File: src/iox_pkg.sv
// package for the eight-pin expander with keypad scanner
// assumes a single 125 MHz clock and a byte-wide register port
package iox_pkg;
   localparam int unsigned CLK_HZ = 125_000_000;
   localparam int unsigned DEB_US = 75;
   localparam int unsigned DEB_CYC = (DEB_US * (CLK_HZ / 1_000_000));
   localparam int unsigned SCAN_MS = 25;
   localparam int unsigned SCAN_CYC = SCAN_MS * (CLK_HZ / 1000);
   localparam int unsigned SETTLE_CYC = 16;

   localparam logic [7:0] A_MODE   = 8'h00;
   localparam logic [7:0] A_IEN    = 8'h01;
   localparam logic [7:0] A_BLCTL  = 8'h02;
   localparam logic [7:0] A_LEDEN  = 8'h11;
   localparam logic [7:0] A_SCAN   = 8'h17;
   localparam logic [7:0] A_DIR    = 8'h18;
   localparam logic [7:0] A_INST   = 8'h19;
   localparam logic [7:0] A_OUTD   = 8'h1A;
   localparam logic [7:0] A_GIEN   = 8'h1B;
   localparam logic [7:0] A_GIST   = 8'h1C;
   localparam logic [7:0] A_GILV   = 8'h1D;
   localparam logic [7:0] A_DBDIS  = 8'h1E;
   localparam logic [7:0] A_PULL   = 8'h1F;
   localparam logic [7:0] A_KPAH   = 8'h20;
   localparam logic [7:0] A_KPIP   = 8'h21;
   localparam logic [7:0] A_KRAH   = 8'h22;
   localparam logic [7:0] A_KRIP   = 8'h23;

   // mode register fields
   localparam int unsigned B_STNBY  = 7;
   localparam int unsigned B_BLEN   = 5;
   localparam int unsigned B_GPIINT = 2;
   localparam int unsigned B_KRINT  = 1;
   localparam int unsigned B_KPINT  = 0;
   // interrupt enable fields
   localparam int unsigned B_KRIEN  = 1;
   localparam int unsigned B_KPIEN  = 0;
   // backlight control fields
   localparam int unsigned B_KPBL   = 1;
   // led enable fields releasing row 3 / column 3
   localparam int unsigned B_R3SEL  = 4;
   localparam int unsigned B_C3SEL  = 5;
   localparam logic [7:0]  RST_VAL  = 8'h00;

   typedef struct packed {
      logic       wr;
      logic       rd;
      logic [7:0] addr;
      logic [7:0] wdata;
   } iox_req_s;

   typedef enum logic [1:0] {
      SC_IDLE  = 2'b00,
      SC_PRESS = 2'b01,
      SC_HELD  = 2'b11,
      SC_REL   = 2'b10
   } iox_scan_e;
endpackage : iox_pkg

File: src/iox_top.sv
// expander pins, debounce, gpio interrupts, keypad scanner, status registers
// assumes a serial-interface front end presents one-cycle rd/wr strobes;
// the off-timer expiry arrives as a pulse from the backlight block
// Operation
// RULE_01 - each pin is input, input with pull-up, or output
// RULE_02 - row 3 and column 3 are led sinks until led enable bits 4,5 set
// RULE_03 - output pins drive the output data register bit
// RULE_04 - per-pin pull-up from the pull-up control register
// RULE_05 - 75 us debounce per input, on by default, disable per pin
// RULE_06 - input state register shows sensed level of inputs
// RULE_07 - enabled inputs at chosen level latch into input interrupt status
// RULE_08 - any input status bit sets master input flag and asserts interrupt
// RULE_09 - input status cleared by reads once condition ends; write one clears flag
// RULE_10 - keypad uses four rows, four columns, keys A to P
// RULE_11 - host enables row pull-ups before enabling scanning
// RULE_12 - idle scanner holds rows pulled up, columns low, starts on a low row
// RULE_13 - sample every 25 ms, press needs two consecutive pressed samples
// RULE_14 - release needs two consecutive open samples, then back to idle
// RULE_15 - press latches per-key bit, master press flag gated by its enable
// RULE_16 - press registers clear on read, write one clears press flag
// RULE_17 - press flag clears even while key still held
// RULE_18 - release latches per-key bit, master release flag gated by enable
// RULE_19 - release registers clear on read, write one clears release flag
// RULE_20 - registered press lights backlight when enabled; off on timer or host
// RULE_21 - host sets pull-ups, scanning, light enable, then operating mode
// RULE_22 - new press relights only after both master flags cleared
// RULE_23 - state machine sets backlight enable itself on press
// RULE_24 - interrupt output active low, open drain
// RULE_25 - scanning pins ignore gpio output and interrupt settings
module iox_top
   import iox_pkg::*;
#(
   parameter int unsigned DEB_CYCLES  = DEB_CYC,
   parameter int unsigned SCAN_CYCLES = SCAN_CYC
) (
   input  wire logic       CLOCK,
   input  wire logic       SRST,
   input  wire logic       REG_WR,
   input  wire logic       REG_RD,
   input  wire logic [7:0] REG_ADDR,
   input  wire logic [7:0] REG_WDATA,
   output logic      [7:0] REG_RDATA,
   input  wire logic       OFF_TIMER_EXPIRED,
   input  wire logic [7:0] PIN_IN,
   output logic      [7:0] PIN_OUT,
   output logic      [7:0] PIN_OE,
   output logic      [7:0] PIN_PULLUP,
   output logic            LED2_SINK_SEL,
   output logic            LED3_SINK_SEL,
   output logic            BACKLIGHT_ENABLE,
   output logic            INTERRUPT_OUT_N_OUT,
   output logic            INTERRUPT_OUT_N_OE
);
   if (DEB_CYCLES < 2 || SCAN_CYCLES < 4 * SETTLE_CYC + 4) begin : g_bad_counts
      $error("iox_top: counts too small");
   end

   iox_req_s req;
   assign req = '{wr: REG_WR, rd: REG_RD, addr: REG_ADDR, wdata: REG_WDATA};

   function automatic logic hit(input iox_req_s r, input logic [7:0] a);
      return r.addr == a;
   endfunction : hit

   // register state
   logic [7:0] mode_q, mode_d, ien_q, ien_d, blctl_q, blctl_d, leden_q, leden_d;
   logic [7:0] scan_q, scan_d, outd_q, outd_d, gien_q, gien_d, gist_q, gist_d;
   logic [7:0] gilv_q, gilv_d, dbdis_q, dbdis_d, pull_q, pull_d;
   logic [15:0] kp_q, kp_d, kr_q, kr_d;
   logic [7:0] rdata_q, rdata_d;
   logic       relight_ok_q, relight_ok_d;
   // pin direction: a set bit makes the pin an output
   logic [7:0] outd_dir_q, outd_dir_d;

   // pin usability: row 3 is pin 3, column 3 is pin 7
   logic [7:0] avail, scan_pin, gp_in;
   always_comb begin
      avail = 8'hFF;
      // RULE_02 sink pins gated
      avail[3] = leden_q[B_R3SEL];
      avail[7] = leden_q[B_C3SEL];
      // RULE_25 scanner owns pins
      scan_pin = scan_q & avail;
      gp_in    = avail & ~scan_pin & ~outd_dir_q;
   end
   assign LED3_SINK_SEL = ~leden_q[B_R3SEL];
   assign LED2_SINK_SEL = ~leden_q[B_C3SEL];

   // three-stage synchroniser
   logic [7:0] s1_q, s2_q, s3_q;
   always_ff @(posedge CLOCK) begin
      if (SRST) begin
         s1_q <= 8'hFF;
         s2_q <= 8'hFF;
         s3_q <= 8'hFF;
      end else begin
         s1_q <= PIN_IN;
         s2_q <= s1_q;
         s3_q <= s2_q;
      end
   end

   // debounce per pin
   logic [7:0] deb_q, deb_d;
   logic [7:0][$clog2(DEB_CYCLES+1)-1:0] dcnt_q, dcnt_d;
   always_comb begin
      deb_d  = deb_q;
      dcnt_d = dcnt_q;
      for (int i = 0; i < 8; i++) begin
         if (s2_q[i] != s3_q[i]) begin
            dcnt_d[i] = '0;
         end else if (s3_q[i] == deb_q[i]) begin
            dcnt_d[i] = '0;
         // RULE_05 filter or bypass
         end else if (dbdis_q[i]) begin
            deb_d[i] = s3_q[i];
         end else if (dcnt_q[i] >= $bits(dcnt_q[i])'(DEB_CYCLES - 1)) begin
            deb_d[i]  = s3_q[i];
            dcnt_d[i] = '0;
         end else begin
            dcnt_d[i] = dcnt_q[i] + 1'b1;
         end
      end
   end
   always_ff @(posedge CLOCK) begin
      if (SRST) begin
         deb_q  <= 8'hFF;
         dcnt_q <= '0;
      end else begin
         deb_q  <= deb_d;
         dcnt_q <= dcnt_d;
      end
   end

   // scanner: rows pins 0..3, columns pins 4..7
   iox_scan_e st_q, st_d;
   logic [$clog2(SCAN_CYCLES+1)-1:0] tmr_q, tmr_d;
   logic [3:0] cdrv_q, cdrv_d;
   logic [15:0] samp_q, samp_d, prev_q, prev_d, held_q, held_d;
   logic        tick, kp_ev, scan_on;
   logic [15:0] new_press, new_rel;
   logic [1:0]  col_q, col_d;
   assign scan_on = |scan_pin[3:0] && |scan_pin[7:4];
   assign tick    = tmr_q == '0;
   always_comb begin
      st_d      = st_q;
      tmr_d     = tmr_q;
      cdrv_d    = 4'h0;
      samp_d    = samp_q;
      prev_d    = prev_q;
      held_d    = held_q;
      col_d     = col_q;
      new_press = 16'h0000;
      new_rel   = 16'h0000;
      unique case (st_q)
         // RULE_12 idle wait on row
         SC_IDLE: begin
            tmr_d = '0;
            if (scan_on && |(~deb_q[3:0] & scan_pin[3:0])) begin
               st_d  = SC_PRESS;
               tmr_d = $bits(tmr_d)'(SCAN_CYCLES - 1);
            end
         end
         SC_PRESS, SC_HELD, SC_REL: begin
            tmr_d = tick ? $bits(tmr_d)'(SCAN_CYCLES - 1) : tmr_q - 1'b1;
            // sweep: drive one column low at a time during the last slots before each tick
            cdrv_d = 4'hF;
            if (tmr_q < $bits(tmr_q)'(4 * SETTLE_CYC)) begin
               col_d = 2'(tmr_q / SETTLE_CYC);
               cdrv_d = 4'hF & ~(4'h1 << col_d);
               if (tmr_q % SETTLE_CYC == 1) begin
                  // RULE_10 key index column times four plus row
                  // slots are far shorter than the debounce, so read agreeing sync stages
                  for (int r = 0; r < 4; r++) begin
                     samp_d[col_d*4+r] = ~s2_q[r] & ~s3_q[r] & scan_pin[r];
                  end
               end
            end
            // RULE_13 two-sample press
            if (tick) begin
               new_press = samp_q & prev_q & ~held_q;
               // RULE_14 two-sample release
               new_rel   = ~samp_q & ~prev_q & held_q;
               held_d    = (held_q | new_press) & ~new_rel;
               prev_d    = samp_q;
               samp_d    = 16'h0000;
               st_d      = (|held_d || |samp_q) ? SC_HELD : SC_REL;
               if (!(|held_d) && !(|samp_q) && !(|prev_q)) begin
                  st_d = SC_IDLE;
               end
            end
            if (!scan_on) begin
               st_d   = SC_IDLE;
               held_d = 16'h0000;
               prev_d = 16'h0000;
               samp_d = 16'h0000;
            end
         end
      endcase
   end
   always_ff @(posedge CLOCK) begin
      if (SRST) begin
         st_q   <= SC_IDLE;
         tmr_q  <= '0;
         cdrv_q <= 4'h0;
         samp_q <= 16'h0000;
         prev_q <= 16'h0000;
         held_q <= 16'h0000;
         col_q  <= 2'b00;
      end else begin
         st_q   <= st_d;
         tmr_q  <= tmr_d;
         cdrv_q <= cdrv_d;
         samp_q <= samp_d;
         prev_q <= prev_d;
         held_q <= held_d;
         col_q  <= col_d;
      end
   end
   assign kp_ev = |new_press;

   // pin drivers
   always_comb begin
      for (int i = 0; i < 8; i++) begin
         // RULE_01 RULE_03 gpio output
         PIN_OUT[i]    = outd_q[i];
         PIN_OE[i]     = avail[i] & ~scan_pin[i] & outd_dir_q[i];
         // RULE_04 per-pin pull-up
         PIN_PULLUP[i] = avail[i] & pull_q[i];
      end
      // RULE_12 columns low while idle, swept during scan
      for (int c = 0; c < 4; c++) begin
         if (scan_pin[4+c]) begin
            PIN_OUT[4+c] = (st_q == SC_IDLE) ? 1'b0 : cdrv_q[c];
            PIN_OE[4+c]  = (st_q == SC_IDLE) ? 1'b1 : ~cdrv_q[c];
         end
      end
   end

   // gpio interrupt conditions
   logic [7:0] gp_cond;
   // RULE_07 level and enable
   assign gp_cond = gp_in & gien_q & ~(deb_q ^ gilv_q);

   // register update
   logic        gp_flag, kp_flag, kr_flag;
   always_comb begin
      mode_d = mode_q; ien_d = ien_q; blctl_d = blctl_q; leden_d = leden_q;
      scan_d = scan_q; outd_d = outd_q; gien_d = gien_q; gilv_d = gilv_q;
      dbdis_d = dbdis_q; pull_d = pull_q; outd_dir_d = outd_dir_q;
      relight_ok_d = relight_ok_q;
      gist_d = gist_q; kp_d = kp_q; kr_d = kr_q;
      rdata_d = rdata_q;
      if (req.rd) begin
         unique case (1'b1)
            hit(req, A_MODE):  rdata_d = mode_q;
            hit(req, A_IEN):   rdata_d = ien_q;
            hit(req, A_BLCTL): rdata_d = blctl_q;
            hit(req, A_LEDEN): rdata_d = leden_q;
            hit(req, A_SCAN):  rdata_d = scan_q;
            // RULE_06 sensed inputs
            hit(req, A_INST):  rdata_d = deb_q & gp_in;
            hit(req, A_OUTD):  rdata_d = outd_q;
            hit(req, A_GIEN):  rdata_d = gien_q;
            hit(req, A_GIST):  rdata_d = gist_q;
            hit(req, A_GILV):  rdata_d = gilv_q;
            hit(req, A_DBDIS): rdata_d = dbdis_q;
            hit(req, A_PULL):  rdata_d = pull_q;
            hit(req, A_KPAH):  rdata_d = kp_q[7:0];
            hit(req, A_KPIP):  rdata_d = kp_q[15:8];
            hit(req, A_KRAH):  rdata_d = kr_q[7:0];
            hit(req, A_KRIP):  rdata_d = kr_q[15:8];
            hit(req, A_DIR):   rdata_d = outd_dir_q;
            default:           rdata_d = 8'h00;
         endcase
         // RULE_09 RULE_16 RULE_19 read clears
         if (hit(req, A_GIST)) gist_d = 8'h00;
         if (hit(req, A_KPAH)) kp_d[7:0] = 8'h00;
         if (hit(req, A_KPIP)) kp_d[15:8] = 8'h00;
         if (hit(req, A_KRAH)) kr_d[7:0] = 8'h00;
         if (hit(req, A_KRIP)) kr_d[15:8] = 8'h00;
      end
      if (req.wr) begin
         if (hit(req, A_MODE)) begin
            mode_d[7:3] = req.wdata[7:3];
            // write one clears a master flag only once its sources are empty
            for (int b = 0; b < 3; b++) begin
               if (req.wdata[b]) mode_d[b] = 1'b0;
            end
         end
         if (hit(req, A_IEN))   ien_d   = req.wdata;
         if (hit(req, A_BLCTL)) blctl_d = req.wdata;
         if (hit(req, A_LEDEN)) leden_d = req.wdata;
         if (hit(req, A_SCAN))  scan_d  = req.wdata;
         if (hit(req, A_OUTD))  outd_d  = req.wdata;
         if (hit(req, A_GIEN))  gien_d  = req.wdata;
         if (hit(req, A_GILV))  gilv_d  = req.wdata;
         if (hit(req, A_DBDIS)) dbdis_d = req.wdata;
         if (hit(req, A_PULL))  pull_d  = req.wdata;
         if (hit(req, A_DIR))   outd_dir_d = req.wdata;
      end
      // events set after clears: set wins
      gist_d = gist_d | gp_cond;
      kp_d   = kp_d | new_press;
      kr_d   = kr_d | new_rel;
      // RULE_08 RULE_15 RULE_18 master flags follow status
      if (|gist_d)  mode_d[B_GPIINT] = 1'b1;
      if (|kp_d)    mode_d[B_KPINT]  = 1'b1;
      if (|kr_d)    mode_d[B_KRINT]  = 1'b1;
      // RULE_22 relight after both flags clear
      if (!mode_d[B_KPINT] && !mode_d[B_KRINT]) relight_ok_d = 1'b1;
      // RULE_20 RULE_23 press lights backlight
      if (kp_ev && blctl_q[B_KPBL] && mode_q[B_STNBY] && relight_ok_q) begin
         mode_d[B_BLEN] = 1'b1;
         relight_ok_d   = 1'b0;
      end else if (OFF_TIMER_EXPIRED) begin
         mode_d[B_BLEN] = 1'b0;
      end
   end
   always_ff @(posedge CLOCK) begin
      if (SRST) begin
         mode_q <= RST_VAL; ien_q <= RST_VAL; blctl_q <= RST_VAL; leden_q <= RST_VAL;
         scan_q <= RST_VAL; outd_q <= RST_VAL; gien_q <= RST_VAL; gilv_q <= RST_VAL;
         dbdis_q <= RST_VAL; pull_q <= RST_VAL; outd_dir_q <= RST_VAL;
         gist_q <= RST_VAL; kp_q <= 16'h0000; kr_q <= 16'h0000;
         rdata_q <= RST_VAL; relight_ok_q <= 1'b1;
      end else begin
         mode_q <= mode_d; ien_q <= ien_d; blctl_q <= blctl_d; leden_q <= leden_d;
         scan_q <= scan_d; outd_q <= outd_d; gien_q <= gien_d; gilv_q <= gilv_d;
         dbdis_q <= dbdis_d; pull_q <= pull_d; outd_dir_q <= outd_dir_d;
         gist_q <= gist_d; kp_q <= kp_d; kr_q <= kr_d;
         rdata_q <= rdata_d; relight_ok_q <= relight_ok_d;
      end
   end

   assign gp_flag = mode_q[B_GPIINT];
   // RULE_17 press flag independent of held key
   assign kp_flag = mode_q[B_KPINT] & ien_q[B_KPIEN];
   assign kr_flag = mode_q[B_KRINT] & ien_q[B_KRIEN];
   assign REG_RDATA = rdata_q;
   assign BACKLIGHT_ENABLE = mode_q[B_BLEN];
   // RULE_24 open-drain active low
   assign INTERRUPT_OUT_N_OUT = 1'b0;
   assign INTERRUPT_OUT_N_OE  = gp_flag | kp_flag | kr_flag;

   // assertions
   // RULE_24 drive low only
   a_int_drive: assert property (@(posedge CLOCK) disable iff (SRST)
      (|gist_q || (|kp_q && ien_q[B_KPIEN]) || (|kr_q && ien_q[B_KRIEN]))
      |-> INTERRUPT_OUT_N_OE && !INTERRUPT_OUT_N_OUT)
      else $error("interrupt drive wrong"); // RULE_24
   a_gpi_flag: assert property (@(posedge CLOCK) disable iff (SRST)
      |gist_q |-> mode_q[B_GPIINT]) else $error("input flag missing"); // RULE_08
   a_gpi_latch: assert property (@(posedge CLOCK) disable iff (SRST)
      |gp_cond |=> |gist_q) else $error("input event lost"); // RULE_07
   a_kp_latch: assert property (@(posedge CLOCK) disable iff (SRST)
      kp_ev |=> ((kp_q & $past(new_press)) == $past(new_press)))
      else $error("press lost"); // RULE_15
   a_kr_latch: assert property (@(posedge CLOCK) disable iff (SRST)
      |new_rel |=> |kr_q && mode_q[B_KRINT]) else $error("release lost"); // RULE_18
   a_kp_rdclr: assert property (@(posedge CLOCK) disable iff (SRST)
      req.rd && hit(req, A_KPAH) && !kp_ev |=> kp_q[7:0] == 8'h00)
      else $error("press read did not clear"); // RULE_16
   a_gi_rdclr: assert property (@(posedge CLOCK) disable iff (SRST)
      req.rd && hit(req, A_GIST) && gp_cond == 8'h00 |=> gist_q == 8'h00)
      else $error("input read did not clear"); // RULE_09
   a_kr_rdclr: assert property (@(posedge CLOCK) disable iff (SRST)
      req.rd && hit(req, A_KRIP) && new_rel == 16'h0000 |=> kr_q[15:8] == 8'h00)
      else $error("release read did not clear"); // RULE_19
   a_bl_on: assert property (@(posedge CLOCK) disable iff (SRST)
      kp_ev && blctl_q[B_KPBL] && mode_q[B_STNBY] && relight_ok_q |=> BACKLIGHT_ENABLE)
      else $error("backlight not lit"); // RULE_23
   a_idle_cols: assert property (@(posedge CLOCK) disable iff (SRST)
      st_q == SC_IDLE && scan_pin[4] |-> PIN_OE[4] && !PIN_OUT[4])
      else $error("idle column not low"); // RULE_12
   a_sink_gate: assert property (@(posedge CLOCK) disable iff (SRST)
      !leden_q[B_R3SEL] |-> !PIN_OE[3] && !PIN_PULLUP[3])
      else $error("row 3 used as gpio"); // RULE_02
   c_press: cover property (@(posedge CLOCK) kp_ev);
   c_release: cover property (@(posedge CLOCK) |new_rel);
   c_gpi: cover property (@(posedge CLOCK) |gp_cond);
   c_relit: cover property (@(posedge CLOCK) kp_ev && relight_ok_q && blctl_q[B_KPBL]);
endmodule : iox_top

File: config.mk
export PLATFORM = sky130hd
export DESIGN_NAME = iox_top
export DESIGN_NICKNAME = d
export VERILOG_FILES = /design/src/iox_pkg.sv /design/src/iox_top.sv
export SDC_FILE = /design/constraint.sdc
export NUM_CORES = 1
export LEC_CHECK = 0
export BUFFER_PORTS_ARGS = -buffer_cell sky130_fd_sc_hd__buf_2
export CORE_MARGIN = 1.5
export CORE_UTILIZATION = 50
export DETAILED_ROUTE_END_ITERATION = 8
export GPL_ROUTABILITY_DRIVEN = 0
export GPL_TIMING_DRIVEN = 0
export PLACE_DENSITY = 0.69
export SLEW_MARGIN = 20
export SYNTH_ARGS = -nofsm -noshare
export SYNTH_HDL_FRONTEND = slang
export SYNTH_SLANG_ARGS = --single-unit
File: constraint.sdc
create_clock -name CLOCK -period 2.4 [get_ports CLOCK]
set_input_delay 0.24 -clock CLOCK [delete_from_list [all_inputs] [get_ports CLOCK]]
set_output_delay 0.24 -clock CLOCK [all_outputs]
set_load 0.01 [all_outputs]
# [Word-level counts from Yosys, hierarchy flattened]
# Cells that the tools add are included.
[word_totals] out_inout_bits=37 ram_bits=0 register_bits=357 mem_count=0 latch_bits=0 romBits=0 wordCells=378
[op_classes] add_sub_neg=12 multipliers=0 div=0 n_reduce_logical=79 n_bitwise=89 n_eq_ne=41 magnitude_cmp=17 shifts=1 muxes=95
[op_table] op="two-way mux 16 bit" n=14
[op_table] op="one-hot mux 8 bit (17 select lines)" n=1
[op_table] op="adder 14 x 1 -> 14 bit (second input constant)" n=8
[op_table] op="greater-or-equal comparator 14 bit (second input constant)" n=8
[op_table] op="two-way mux 14 bit" n=8
[op_table] op="OR reduction 16 bit" n=6
[op_table] op="AND 16 bit" n=5
[op_table] op="== test 8 x 5 -> 1 bit (second input constant)" n=10
[op_table] op="bitwise mux 16 bit" n=4
[op_table] op="inverter 16 bit" n=4
[op_table] op="AND 8 bit" n=6
[op_table] op="two-way mux 8 bit" n=6
[op_table] op="OR 16 bit" n=3
[op_table] op="two-way mux 1 bit" n=47
[op_table] op="two-way mux 22 bit" n=2
[op_table] op="one-hot mux 22 bit (2 select lines)" n=1
[op_table] op="inverter 1 bit" n=39
[op_table] op="== test 8 x 6 -> 1 bit (second input constant)" n=4
[op_table] op="AND reduction 3 bit" n=10
[op_table] op="AND reduction 2 bit" n=14
[op_table] op="OR reduction 3 bit" n=9
[op_table] op="inverter 8 bit" n=3
[op_table] op="nonzero test 2 bit" n=12
[op_table] op="AND 1 bit" n=22
[op_table] op="other kinds (40)" n=88

# [Depth between registers and ports, before layout]
[logic_depth] depth_word=13 depth_mapped=9 depth_no_buf=8

# [Least setup slack after synthesis]
# Ideal clock, no wire load.
[synth_timing] kind="flip-flop to flip-flop" startpoint="register tmr_q[15]" endpoint="register relight_ok_q" t_arrival_ps=2409 required_ps=2278 setup_slack_ps=-131 path_stages_with_launch=9 setup_time_ps=122 path_buffers=2 cell_sequence="dfxtp_1 -> or4_1 -> buf_2 -> or2_4 -> buf_6 -> or4_4 -> a31oi_4 -> nand3_1 -> a221o_1"
[synth_via] elab_chain_len=9 word_cells_on_any_way=20
[synth_lines] element="start, declared" line="iox_top.sv:137" text="logic [$clog2(SCAN_CYCLES+1)-1:0] tmr_q, tmr_d;"
[synth_lines] element="start signal, assigned" line="iox_top.sv:212" text="tmr_q <= tmr_d;"
[synth_lines] element="zero test 22 bit (*)" line="iox_top.sv:144" text="assign tick = tmr_q == '0;"
[synth_lines] element="two-way mux 16 bit" line="iox_top.sv:180" text="if (tick) begin"
[synth_lines] element="two-way mux 16 bit" line="iox_top.sv:155" text="unique case (st_q)"
[synth_lines] element="OR 16 bit (on tied branches)" line="iox_top.sv:304, iox_top.sv:305"
[synth_lines] element="OR reduction 16 bit (on tied branches)" line="iox_top.sv:308, iox_top.sv:309"
[synth_lines] element="two-way mux 1 bit (on tied branches)" line="iox_top.sv:308, iox_top.sv:309"
[synth_lines] element="zero test 1 bit" line="iox_top.sv:311" text="if (!mode_d[B_KPINT] && !mode_d[B_KRINT]) relight_ok_d = 1'b1;"
[synth_lines] element="logical AND 1 bit" line="iox_top.sv:311"
[synth_lines] element="nonzero test 2 bit (no source line)"
[synth_lines] element="end signal, assigned" line="iox_top.sv:332" text="rdata_q <= rdata_d; relight_ok_q <= relight_ok_d;"
[synth_lines] element="end, declared" line="iox_top.sv:71" text="logic relight_ok_q, relight_ok_d;"
# Mark *: on every way between the ends. The rest lies on a longest branch, timed or not.
# A chain may end at the register's enable or synchronous reset.

# [Worst setup path in the final report]
# Ends and elaborated chain as after synthesis.

==> reports/metrics.cfg <==
[cts]
numClockSinks = 357
cts_buffers = 40
clkTransAtPathRegs_ps = 60
cts_buffer_depth = 3
clock_latency_ps = 540
cts_tree = yes
cts_max_level = 2
cts_root_buf = clkbuf_16

[run_status]
violations = setup timing
outcome = complete, but fails checks

[sta]
whs_ps = 86.76
setup_ws_ps = -115.7
fmax_mhz = 397.5
worstMarginPinSlew_ps = 930.1
hold_viol_final = 0
finalSetupViolCount = 27
period_needed_ps = 2516
post-route-period-util = 1.048
slew-limit-headroom = 0.3799
slew_violations = 0
rsz0062_at_grt = yes
fin_skew_ps = 24.23
fin_setup_tns_ps = -1804

[critical_path]
worstPathRequired_ps = 2810
r2r-start = tmr_q[15]$_SDFF_PP0_
slowest_delay_ps = 540
end_kind = flop
crit_fanout = 6
cp_common_cell = or4_4
reg2reg_depth = 7
path_class = reg2reg
cp.arrival_ps = 2920
worst-r2r-setup-slack_ps = -120
cp-start-kind = flop
cp_num_buf_inv = 1
cpLargestDelayFamily = simple AND/OR/NAND/NOR gates
rr_endpoint = relight_ok_q$_SDFFE_PP1P_
crit_chain = or4_4, or2_4, buf_6, or4_4, a31oi_4, nand3_2, a221o_1
cp_slowest_cell = or4_4

[die]
row_count = 66
die_h_um = 185.7
dieWidth_um = 185.7
io_pins = 66
core-area_mm2 = 0.03270
initial_core_util = 0.5101
dieArea_mm2 = 0.03447

[drt]
num_vias = 15780
via_per_inst = 6.021
drcViolationCount = 0
drt-pass1-iter-count = 6
drtIter0Drc = 1603
detail-route-antenna-nets = 0
routedWlPerCell_um = 20.18
routed_wl_um = 52890

[global_route]
antenna_found_initial = 5
grt_remaining_overflow = 0
grt_max_degree = 15
grt_usage = 0.3030
grt_pass1_vias = 14690
grt_pass1_wl_um = 81020

[finish]
final_util = 0.6047
layout_common_cells = nor2_1, dfxtp_1, nand2_1, nand3_1, a21oi_1
drive_gt1_frac = 0.1392
nets = 2198
syn_to_final_growth_pct = 18.53
layout_commonest_cell = nor2_1

[logic_synthesis]
synth_warnings = 0
synth_ff_type = dfxtp_1
syn-num-nets = 2066
ys_seq_area_frac = 0.4284
ys_seq_elements = 357
syn_area_mm2 = 0.01668
async_reset_ff_frac = 0
postSynthAreaPerCell_um2 = 8.283
ys_types = 77
synthCells = 2014
synth_edf_count = 0

[pwr]
p_per_area_mw_per_mm2 = 671.8
ir_worst_vdd_mv = 0.4895
leakagePower_nw = 7.386

[hold_path]
hp-class = in2reg
holdPathEnd = mode_q[2]$_SDFFE_PP0P_
hold_start = REG_WDATA[2]
hold_depth = 4

[job]
cap_violations = 0

[placed_design]
port_buffers = 60
dp_hpwl_um = 37810

[power by group]
part | leakage [nW] | internal, mW | switching, mW
clock network | 0.675 | 3.85 | 2.48
registers | 2.88 | 5.97 | 0.0353
logic | 3.83 | 0.344 | 0.615
[metrics by stage]
stage               cells  setup slack, ps  power (mW)  instance area [um2]
finish               2621           -115.7       13.28                19770
global route         2618           -159.4       13.69                19770
CTS                  2611           -213.6       13.27                19490
detailed placement   2516           -707.6       6.925                17690
global placement     2516           -672.0       6.910                17690
floorplan            2014           -41.73       6.678                16840
[layout make-up]
type,instances,area [um2]
clock buffers,57,1176
fillers,2881,12930
repair buffers,94,645.6
inverters,45,168.9
diodes,3,7.507
clock inverters,15,188.9
plain buffers,117,626.9
multi-input cells,1491,9254
flip-flops and latches,357,7153
well taps,442,553.0
[worst max-delay path by stage]
stage                         startpoint                         to  cells after the start
floorplan           tmr_q[13]$_SDFF_PP0_  relight_ok_q$_SDFFE_PP1P_                      7
global placement             REG_ADDR[4]     pull_q[2]$_SDFFE_PP0P_                      7
detailed placement           REG_ADDR[4]     pull_q[7]$_SDFFE_PP0P_                      7
CTS                 tmr_q[15]$_SDFF_PP0_  relight_ok_q$_SDFFE_PP1P_                      7
global route        tmr_q[15]$_SDFF_PP0_  relight_ok_q$_SDFFE_PP1P_                      7
finish              tmr_q[15]$_SDFF_PP0_  relight_ok_q$_SDFFE_PP1P_                      7
[cells by family after synthesis]
kind of cell	share of synthesized area
AOI/OAI and AO/OA	0.1563
xor gates and xnor gates	0.06668
adders and majority gates	0.02445
buffers and inverters	0.04095
DFF	0.4284
muxes	0.03825
other	0.0002248
and+or+nand+nor	0.2447
[cells in the mapped netlist (19+ instances only)]
cell type | n | area, um2
nor2_1 | 364 | 1366
a21oi_1 | 94 | 470.5
and3_1 | 26 | 162.7
a31oi_1 | 19 | 118.9
nand2_1 | 218 | 818.3
nor4_1 | 30 | 187.7
inv_1 | 45 | 168.9
nand4_1 | 27 | 168.9
o21ai_0 | 54 | 270.3
dfxtp_1 | 357 | 7147
mux2i_1 | 48 | 480.5
nand3_1 | 95 | 475.5
or2_2 | 25 | 156.4
ha_1 | 23 | 287.8
xor2_1 | 73 | 639.4
clkbuf_1 | 96 | 360.4
xnor2_1 | 54 | 473.0
a22oi_1 | 69 | 518.0
[state kept, by name, summed over array words and instances (netlist names), 16 cells and up]
signal / flops
dcnt_q: 112
tmr_q: 22
prev_q: 16
samp_q: 16
held_q: 16
kr_q: 16
kp_q: 16
[worst reg2reg max path: cells and delay by family (launching register included)]
family,cells,cell delay [ps]
simple gates,4,1360
compound gates,2,590
buf+inv,1,140
flops,1,320
[timing repair]
action / CTS / global route
setup buffers: 13 / 5
gates resized for setup: 52 / 63
setup endpoints to repair: 200 / 225
pin swaps: 16 / 30
gates cloned: 2 / 2
hold endpoints to repair: 12 / 0
hold buffers: 12 / 0
[metal layers]
metal	GRT usage	share of wire	up-vias
met4	0.1423	0.049	4
met3	0.06750	0.096	164
met5	0.005926	0.00059	-
met1	0.3940	0.42	7478
li1	-	-	7345
met2	0.4772	0.44	791
No activity file was read; power rests on OpenSTA's default activity.
